==> src/dbsio_pkg.sv <==
// Constants and types shared by the data-bus-shared I/O port.
// Assumes a 16-bit register address space and 8-bit register data.
package dbsio_pkg;

    // Port width and register data width
    localparam int unsigned PORT_WIDTH = 8;

    // Register offsets (lower 16 bits of the address)
    localparam logic [15:0] PULLUP_CONTROL_OFFSET = 16'hFFAE;
    localparam logic [15:0] PIN_DIRECTION_OFFSET  = 16'hFFB4;
    localparam logic [15:0] OUTPUT_LATCH_OFFSET   = 16'hFFB6;
    localparam logic [15:0] PORT_STATUS_OFFSET    = 16'hFFA0;

    // Reset values
    localparam logic [7:0] PULLUP_CONTROL_RESET = 8'h00;
    localparam logic [7:0] PIN_DIRECTION_RESET  = 8'h00;
    localparam logic [7:0] OUTPUT_LATCH_RESET   = 8'h00;

    // Value returned for the write-only direction register and for holes
    localparam logic [7:0] DIRECTION_READ_VALUE = 8'hFF;
    localparam logic [7:0] UNMAPPED_READ_VALUE  = 8'h00;

    // Operating mode that is always expanded
    localparam logic [1:0] MODE_ALWAYS_EXPANDED = 2'h1;

    // Status register field positions
    localparam int unsigned STATUS_EXPANDED_BIT = 0;
    localparam int unsigned STATUS_POWER_LSB    = 1;
    localparam int unsigned STATUS_MODE_LSB     = 4;

    // Power state of the port
    typedef enum logic [1:0] {
        DBSIO_PWR_RUN     = 2'b00,
        DBSIO_PWR_SW_STBY = 2'b01,
        DBSIO_PWR_HW_STBY = 2'b10
    } dbsio_power_t;

endpackage : dbsio_pkg

==> src/dbsio_reg8.sv <==
// One software register with reset value, synchronous clear and write.
// Assumes clear and write come from the same clock domain.
module dbsio_reg8 #(
    parameter int unsigned      WIDTH       = 8,
    parameter logic [WIDTH-1:0] RESET_VALUE = '0
) (
    input  wire logic             clock,
    input  wire logic             reset,
    input  wire logic             clear,
    input  wire logic             write_en,
    input  wire logic [WIDTH-1:0] wdata,
    output logic      [WIDTH-1:0] value
);

    logic [WIDTH-1:0] next_value;

    // Clear beats a write so hardware standby always lands on the reset value
    always_comb begin
        next_value = value;
        if (clear) begin
            next_value = RESET_VALUE;
        end else if (write_en) begin
            next_value = wdata;
        end
    end

    // Register stage
    always_ff @(posedge clock or posedge reset) begin
        if (reset) begin
            value <= RESET_VALUE;
        end else begin
            value <= next_value;
        end
    end

endmodule // dbsio_reg8

==> src/dbsio_pin_mux.sv <==
// Per-pin selection between data bus and general-purpose port use.
// Purely combinational; the caller registers every result.
module dbsio_pin_mux #(
    parameter int unsigned WIDTH = 8
) (
    input  wire logic             expanded,
    input  wire logic             quiet,
    input  wire logic             hw_standby,
    input  wire logic [WIDTH-1:0] direction,
    input  wire logic [WIDTH-1:0] latch,
    input  wire logic [WIDTH-1:0] pullup_ctl,
    input  wire logic             bus_drive,
    input  wire logic [WIDTH-1:0] bus_dout,
    output logic      [WIDTH-1:0] drive_value,
    output logic      [WIDTH-1:0] drive_oe_n,
    output logic      [WIDTH-1:0] pullup_on
);

    // Expanded: bus controller owns the pins; single chip: direction decides
    always_comb begin
        drive_value = '0;
        drive_oe_n  = '1;
        pullup_on   = '0;
        if (expanded) begin
            if (!quiet && bus_drive) begin
                drive_value = bus_dout;
                drive_oe_n  = '0;
            end
            // Bus pins float in standby and pull-ups stay off
        end else if (!hw_standby) begin
            drive_value = latch & direction;
            drive_oe_n  = ~direction;
            pullup_on   = pullup_ctl & ~direction;
        end
    end

endmodule // dbsio_pin_mux

==> src/dbsio_port.sv <==
// Top of the 8-bit general-purpose port that doubles as the data bus.
// Assumes pins and mode inputs are synchronous to clock; the pad ring
// resolves each pin from pin_out and pin_oe_n and applies pullup_en.
module dbsio_port #(
    parameter int unsigned WIDTH = dbsio_pkg::PORT_WIDTH
) (
    input  wire logic             clock,
    input  wire logic             reset,
    // Operating mode and power state
    input  wire logic [1:0]       operating_mode,
    input  wire logic             expanded_mode_select,
    input  wire logic             hw_standby,
    input  wire logic             sw_standby,
    // Register port
    input  wire logic [15:0]      reg_addr,
    input  wire logic [7:0]       reg_wdata,
    input  wire logic             reg_write,
    input  wire logic             reg_read,
    output logic      [7:0]       reg_rdata,
    // External bus controller side
    input  wire logic             ext_bus_drive,
    input  wire logic [WIDTH-1:0] ext_bus_dout,
    output logic      [WIDTH-1:0] ext_bus_din,
    // Pins
    input  wire logic [WIDTH-1:0] pin_in,
    output logic      [WIDTH-1:0] pin_out,
    output logic      [WIDTH-1:0] pin_oe_n,
    output logic      [WIDTH-1:0] pullup_en
);

    // Address decode, shared by the read and write paths
    function automatic logic addr_is(input logic [15:0] addr,
                                     input logic [15:0] offset);
        addr_is = (addr == offset);
    endfunction

    // Widen or trim a port-width value to the 8-bit register data path
    function automatic logic [7:0] to_byte(input logic [WIDTH-1:0] v);
        logic [7:0] b;
        b = '0;
        for (int i = 0; i < WIDTH && i < 8; i++) begin
            b[i] = v[i];
        end
        to_byte = b;
    endfunction

    // Mode decoding
    logic expanded;
    logic quiet;

    // Expanded when in the always-expanded mode or when the select is set
    always_comb begin
        expanded = (operating_mode == dbsio_pkg::MODE_ALWAYS_EXPANDED) ||
                   expanded_mode_select;
        quiet    = hw_standby || sw_standby;
    end

    // Power state tracking
    dbsio_pkg::dbsio_power_t power_state;
    dbsio_pkg::dbsio_power_t next_power_state;

    // Hardware standby dominates software standby
    always_comb begin
        case (power_state)
            dbsio_pkg::DBSIO_PWR_RUN,
            dbsio_pkg::DBSIO_PWR_SW_STBY,
            dbsio_pkg::DBSIO_PWR_HW_STBY: begin
                if (hw_standby) begin
                    next_power_state = dbsio_pkg::DBSIO_PWR_HW_STBY;
                end else if (sw_standby) begin
                    next_power_state = dbsio_pkg::DBSIO_PWR_SW_STBY;
                end else begin
                    next_power_state = dbsio_pkg::DBSIO_PWR_RUN;
                end
            end
            default: begin
                next_power_state = dbsio_pkg::DBSIO_PWR_RUN;
            end
        endcase
    end

    // Power state register
    always_ff @(posedge clock or posedge reset) begin
        if (reset) begin
            power_state <= dbsio_pkg::DBSIO_PWR_RUN;
        end else begin
            power_state <= next_power_state;
        end
    end

    // Register write decode
    logic wr_direction;
    logic wr_latch;
    logic wr_pullup;

    // Software standby clears no register, so writes are still accepted
    always_comb begin
        wr_direction = reg_write && addr_is(reg_addr, dbsio_pkg::PIN_DIRECTION_OFFSET);
        wr_latch     = reg_write && addr_is(reg_addr, dbsio_pkg::OUTPUT_LATCH_OFFSET);
        wr_pullup    = reg_write && addr_is(reg_addr, dbsio_pkg::PULLUP_CONTROL_OFFSET);
    end

    // Software registers
    logic [WIDTH-1:0] pin_direction;
    logic [WIDTH-1:0] output_latch;
    logic [WIDTH-1:0] pullup_control;

    // Direction bits: cleared by reset and hardware standby
    dbsio_reg8 #(
        .WIDTH       (WIDTH),
        .RESET_VALUE (WIDTH'(dbsio_pkg::PIN_DIRECTION_RESET))
    ) u_direction (
        .clock    (clock),
        .reset    (reset),
        .clear    (hw_standby),
        .write_en (wr_direction),
        .wdata    (reg_wdata[WIDTH-1:0]),
        .value    (pin_direction)
    );

    // Output latch: cleared by reset and hardware standby
    dbsio_reg8 #(
        .WIDTH       (WIDTH),
        .RESET_VALUE (WIDTH'(dbsio_pkg::OUTPUT_LATCH_RESET))
    ) u_latch (
        .clock    (clock),
        .reset    (reset),
        .clear    (hw_standby),
        .write_en (wr_latch),
        .wdata    (reg_wdata[WIDTH-1:0]),
        .value    (output_latch)
    );

    // Pull-up control: cleared by reset and hardware standby
    dbsio_reg8 #(
        .WIDTH       (WIDTH),
        .RESET_VALUE (WIDTH'(dbsio_pkg::PULLUP_CONTROL_RESET))
    ) u_pullup (
        .clock    (clock),
        .reset    (reset),
        .clear    (hw_standby),
        .write_en (wr_pullup),
        .wdata    (reg_wdata[WIDTH-1:0]),
        .value    (pullup_control)
    );

    // Pin selection
    logic [WIDTH-1:0] mux_value;
    logic [WIDTH-1:0] mux_oe_n;
    logic [WIDTH-1:0] mux_pullup;

    dbsio_pin_mux #(
        .WIDTH (WIDTH)
    ) u_pin_mux (
        .expanded    (expanded),
        .quiet       (quiet),
        .hw_standby  (hw_standby),
        .direction   (pin_direction),
        .latch       (output_latch),
        .pullup_ctl  (pullup_control),
        .bus_drive   (ext_bus_drive),
        .bus_dout    (ext_bus_dout),
        .drive_value (mux_value),
        .drive_oe_n  (mux_oe_n),
        .pullup_on   (mux_pullup)
    );

    // Pin and bus outputs
    logic [WIDTH-1:0] next_pin_out;
    logic [WIDTH-1:0] next_pin_oe_n;
    logic [WIDTH-1:0] next_pullup_en;
    logic [WIDTH-1:0] next_ext_bus_din;

    // Outputs are registered, so pins follow register writes a cycle late
    always_comb begin
        next_pin_out     = mux_value;
        next_pin_oe_n    = mux_oe_n;
        next_pullup_en   = mux_pullup;
        next_ext_bus_din = expanded ? pin_in : '0;
    end

    // After reset every pin floats and every pull-up is off
    always_ff @(posedge clock or posedge reset) begin
        if (reset) begin
            pin_out     <= '0;
            pin_oe_n    <= '1;
            pullup_en   <= '0;
            ext_bus_din <= '0;
        end else begin
            pin_out     <= next_pin_out;
            pin_oe_n    <= next_pin_oe_n;
            pullup_en   <= next_pullup_en;
            ext_bus_din <= next_ext_bus_din;
        end
    end

    // Read-back
    logic [7:0] port_read_value;
    logic [7:0] status_value;
    logic [7:0] next_reg_rdata;

    // Output bits return the latch, input bits return the pin level
    always_comb begin
        port_read_value = to_byte((output_latch & pin_direction) |
                                  (pin_in & ~pin_direction));
        status_value = '0;
        status_value[dbsio_pkg::STATUS_EXPANDED_BIT] = expanded;
        status_value[dbsio_pkg::STATUS_POWER_LSB +: 2] = power_state;
        status_value[dbsio_pkg::STATUS_MODE_LSB +: 2] = operating_mode;
    end

    // Read data stands for one cycle after the strobe, zero otherwise
    always_comb begin
        next_reg_rdata = '0;
        if (reg_read) begin
            if (addr_is(reg_addr, dbsio_pkg::OUTPUT_LATCH_OFFSET)) begin
                next_reg_rdata = port_read_value;
            end else if (addr_is(reg_addr, dbsio_pkg::PULLUP_CONTROL_OFFSET)) begin
                next_reg_rdata = to_byte(pullup_control);
            end else if (addr_is(reg_addr, dbsio_pkg::PIN_DIRECTION_OFFSET)) begin
                // Stored bits are never exposed; a fixed pattern stands in
                next_reg_rdata = dbsio_pkg::DIRECTION_READ_VALUE;
            end else if (addr_is(reg_addr, dbsio_pkg::PORT_STATUS_OFFSET)) begin
                next_reg_rdata = status_value;
            end else begin
                next_reg_rdata = dbsio_pkg::UNMAPPED_READ_VALUE;
            end
        end
    end

    // Read data register
    always_ff @(posedge clock or posedge reset) begin
        if (reset) begin
            reg_rdata <= '0;
        end else begin
            reg_rdata <= next_reg_rdata;
        end
    end

endmodule // dbsio_port

==> config.mk <==
export PLATFORM = sky130hd
export DESIGN_NAME = dbsio_port
export DESIGN_NICKNAME = d
export VERILOG_FILES = /design/src/dbsio_pkg.sv /design/src/dbsio_reg8.sv /design/src/dbsio_pin_mux.sv /design/src/dbsio_port.sv
export SDC_FILE = /design/constraint.sdc
export NUM_CORES = 1
export LEC_CHECK = 0
export ABC_AREA = 1
export BUFFER_PORTS_ARGS = -buffer_cell sky130_fd_sc_hd__buf_2
export CORE_AREA = 2 2 101 127
export DETAILED_ROUTE_END_ITERATION = 7
export DIE_AREA = 0 0 103 129
export SYNTH_ARGS = -nofsm -noshare
export SYNTH_HDL_FRONTEND = slang
export SYNTH_SLANG_ARGS = --single-unit
==> constraint.sdc <==
create_clock -name clock -period 2.1 [get_ports clock]
set_input_delay 0.105 -clock clock [delete_from_list [all_inputs] [get_ports clock]]
set_output_delay 0.105 -clock clock [all_outputs]
set_load 0.005 [all_outputs]
==> metrics <==
Cell Pwr Density 839.6 nW/um^2; io pins 90; TritonCTS clock tree done; worst-path fanout max 17; CP endpoint kind flip-flop; Logic pwr share 7.6%; CP startpoint hw_standby; synth unique cells 26; first-pass GRT wire length 12770 um; min-delay src pin_in[2]; CTS Buf Count 9; Overflow after GRT 0; Area contributors post-synth dfrtp_1, nand2_1, dfstp_2; internal power 2.641 mW; die height 129 um; drt wl/cell 13.19 um; Peak VDD IR 383.0 uV; Synth Instances 340; Placed Area 3600 sq um; storage element area 1662 sq um; Final Wtd Congestion 0.8431; initial antenna violation count 0; RSZ-0062 raised after global routing no; NetSw 0.6874 mW; Commonest cells post-synth nand2_1, dfrtp_1, inv_1; Placed Cells 588; multi-input combinational cell area 1067 sq um; core area 12050 sq um; CP Launch Type primary input; die area 13290 sq um; Clock Root Buffer clkbuf_16; simple-gate share of the synthesized area 24.40%; Hold/Removal Path Class primary input to flip-flop; number of diodes 0; ANT nets after route 0; dpl hpwl 6170 um; drt drc 0; fmax 769.2 MHz; compound-cell area share of the yosys netlist 11.73%; largest area contributor in the netlist dfrtp_1; Rows 45; Pleak 2.095 nW; Clock Latency Late Sink 0.32 ns; fin util 32.90%; post-synthesis register bit count 66; Layout Cells excl Fill 605; DR vias/cell 4.159; P&R area growth vs syn 34.18%; WP data arrival 1.53 ns; Fin. Hold Viols 0; iteration-0 DRC count of the detailed router 124; Net Sw Frac 20.65%; period utilization 61.90%; # fillers 1283; TritonRoute pass-1 iters 4; post-synthesis mux area share 0%; Worst slew margin 57.96%; CTS H-tree lvls 3; die width 103 um; Synth Area per Inst 8.688 sq um; clk_skew 0.004282 ns; CTS sink cnt 66; vias in the first global route 2642; largest family of logic cells by synthesized area simple AND/OR/NAND/NOR gates; clock buffer depth 2; top-count cell post-synth nand2_1; Seq/Total Area, Yosys 56.25%; Synth top area share 49.13%; Hold WS 0.03022 ns; status complete, no violations; clock-pin slew on the worst setup and hold paths 0.05 ns; Crit Path Class primary input to flip-flop; Synth Area in XOR/XNOR 0%; setup violators final 0; Post-synth EDFFs 0; WP data required 2.33 ns; setup_tns 0 ns; Slew @ Worst Pin 0.6297 ns; Top FF cell, synth dfrtp_1; Final WS setup 0.8000 ns; Reg power frac 40.4%; Design Power 3.328 mW; worst slack, placed 0.4371 ns; final instance area 3964 sq um; Initial Utilization 24.52%; port buffer count 89; warnings from Yosys 0; Resized Gates After CTS 0; Net Count, Synth 390; Synth Area in Adders 0%; fin crit period 1.300 ns; routed via count 2516; overall routing resource usage 12.58%; largest net degree at the start of global routing 38; Mapped Area 2954 sq um; Clock power frac 52.1%; final WL 7978 um; asr flop ratio synth 100.0%; Slew Viols, Final 0; worst reg2reg path startpoint u_direction.value[0]; Max-cap violations 0; share of layout cells above drive strength 1 32.88%; fin nets 486
==> path summary, 6_finish.rpt <==
path | slack [ns] | depth (start not counted) | end
min in group asynchronous | 0.41 | 3 | pin_out[6]
min | 0.03 | 3 | ext_bus_din[2]
max in group asynchronous | 1.07 | 4 | ext_bus_din[1]
min reg2reg | 0.47 | 2 | u_latch.value[7]
max | 0.80 | 5 | pin_oe_n[6]
max reg2reg | 1.04 | 4 | reg_rdata[0]
==> logic make-up after synthesis <==
logic type             count (synthesis)
AOI/OAI and AO/OA                     58
DFF                                   66
buffers and inverters                 57
and+or+nand+nor                      159
==> routing by layer <==
metal  up-vias  track usage [%]  wire, um
met5         -                0         0
met4         0            7.430       228
met3        12            1.847       401
met2        74            20.44      3894
met1      1168            15.69      3454
li1       1262                -         -
==> sequential cells by signal (all words and copies together) (netlist names), 8 cells and up <==
name	flops
ext_bus_din	8
pin_oe_n	8
pin_out	8
pullup_en	8
reg_rdata	8
u_direction.value	8
u_latch.value	8
u_pullup.value	8
==> layout by cell type (no fill, tap or decap), types with 2 or more instances in the layout <==
master | netlist | layout
inv_2 | 3 | 4
nor2_1 | 26 | 26
a21oi_1 | 8 | 8
nand2_1 | 96 | 96
o21ai_1 | 9 | 9
inv_1 | 45 | 44
dfrtp_1 | 58 | 58
bufinv_16 | 0 | 3
o21ai_0 | 28 | 28
nor2_4 | 2 | 2
nand4_1 | 6 | 6
o22ai_1 | 3 | 3
nor2_2 | 6 | 6
inv_4 | 2 | 2
nand2_2 | 2 | 2
clkbuf_16 | 0 | 9
nor3_1 | 9 | 9
clkbuf_8 | 0 | 2
nor2_8 | 2 | 2
o21ai_2 | 8 | 8
buf_2 | 5 | 89
nand2_4 | 2 | 2
dfstp_2 | 8 | 8
nand3_1 | 7 | 7
==> area by class of cell <==
cell class | count | area share [%]
multi-input cells | 217 | 26.93
repair buffers | 92 | 12.18
inverters | 50 | 4.861
clock buffers | 12 | 6.471
well taps | 164 | 5.177
flip-flops and latches | 66 | 41.92
clock inverters | 4 | 2.462
==> worst max-delay path: stages <==
cell     delay, ns
buf_2         0.21
inv_1         0.37
nand3_1       0.37
nand2_1       0.30
o21ai_0       0.16
==> power by group through the flow <==
stage | logic [mW] | registers [mW] | clock network (mW)
final | 0.252 | 1.34 | 1.73
after global routing | 0.287 | 1.35 | 1.83
after CTS | 0.259 | 1.34 | 1.77
after detailed placement | 0.255 | 1.36 | 0
after global placement | 0.249 | 1.36 | 0
after floorplan | 0.125 | 1.36 | 0
==> repair_timing <==
item / 4_1_cts / 5_1_grt
hold buffers: 1 / 0
setup buffers: 0 / 0
hold endpoints to repair: 21 / 0
No activity file was read; power rests on OpenSTA's default activity.
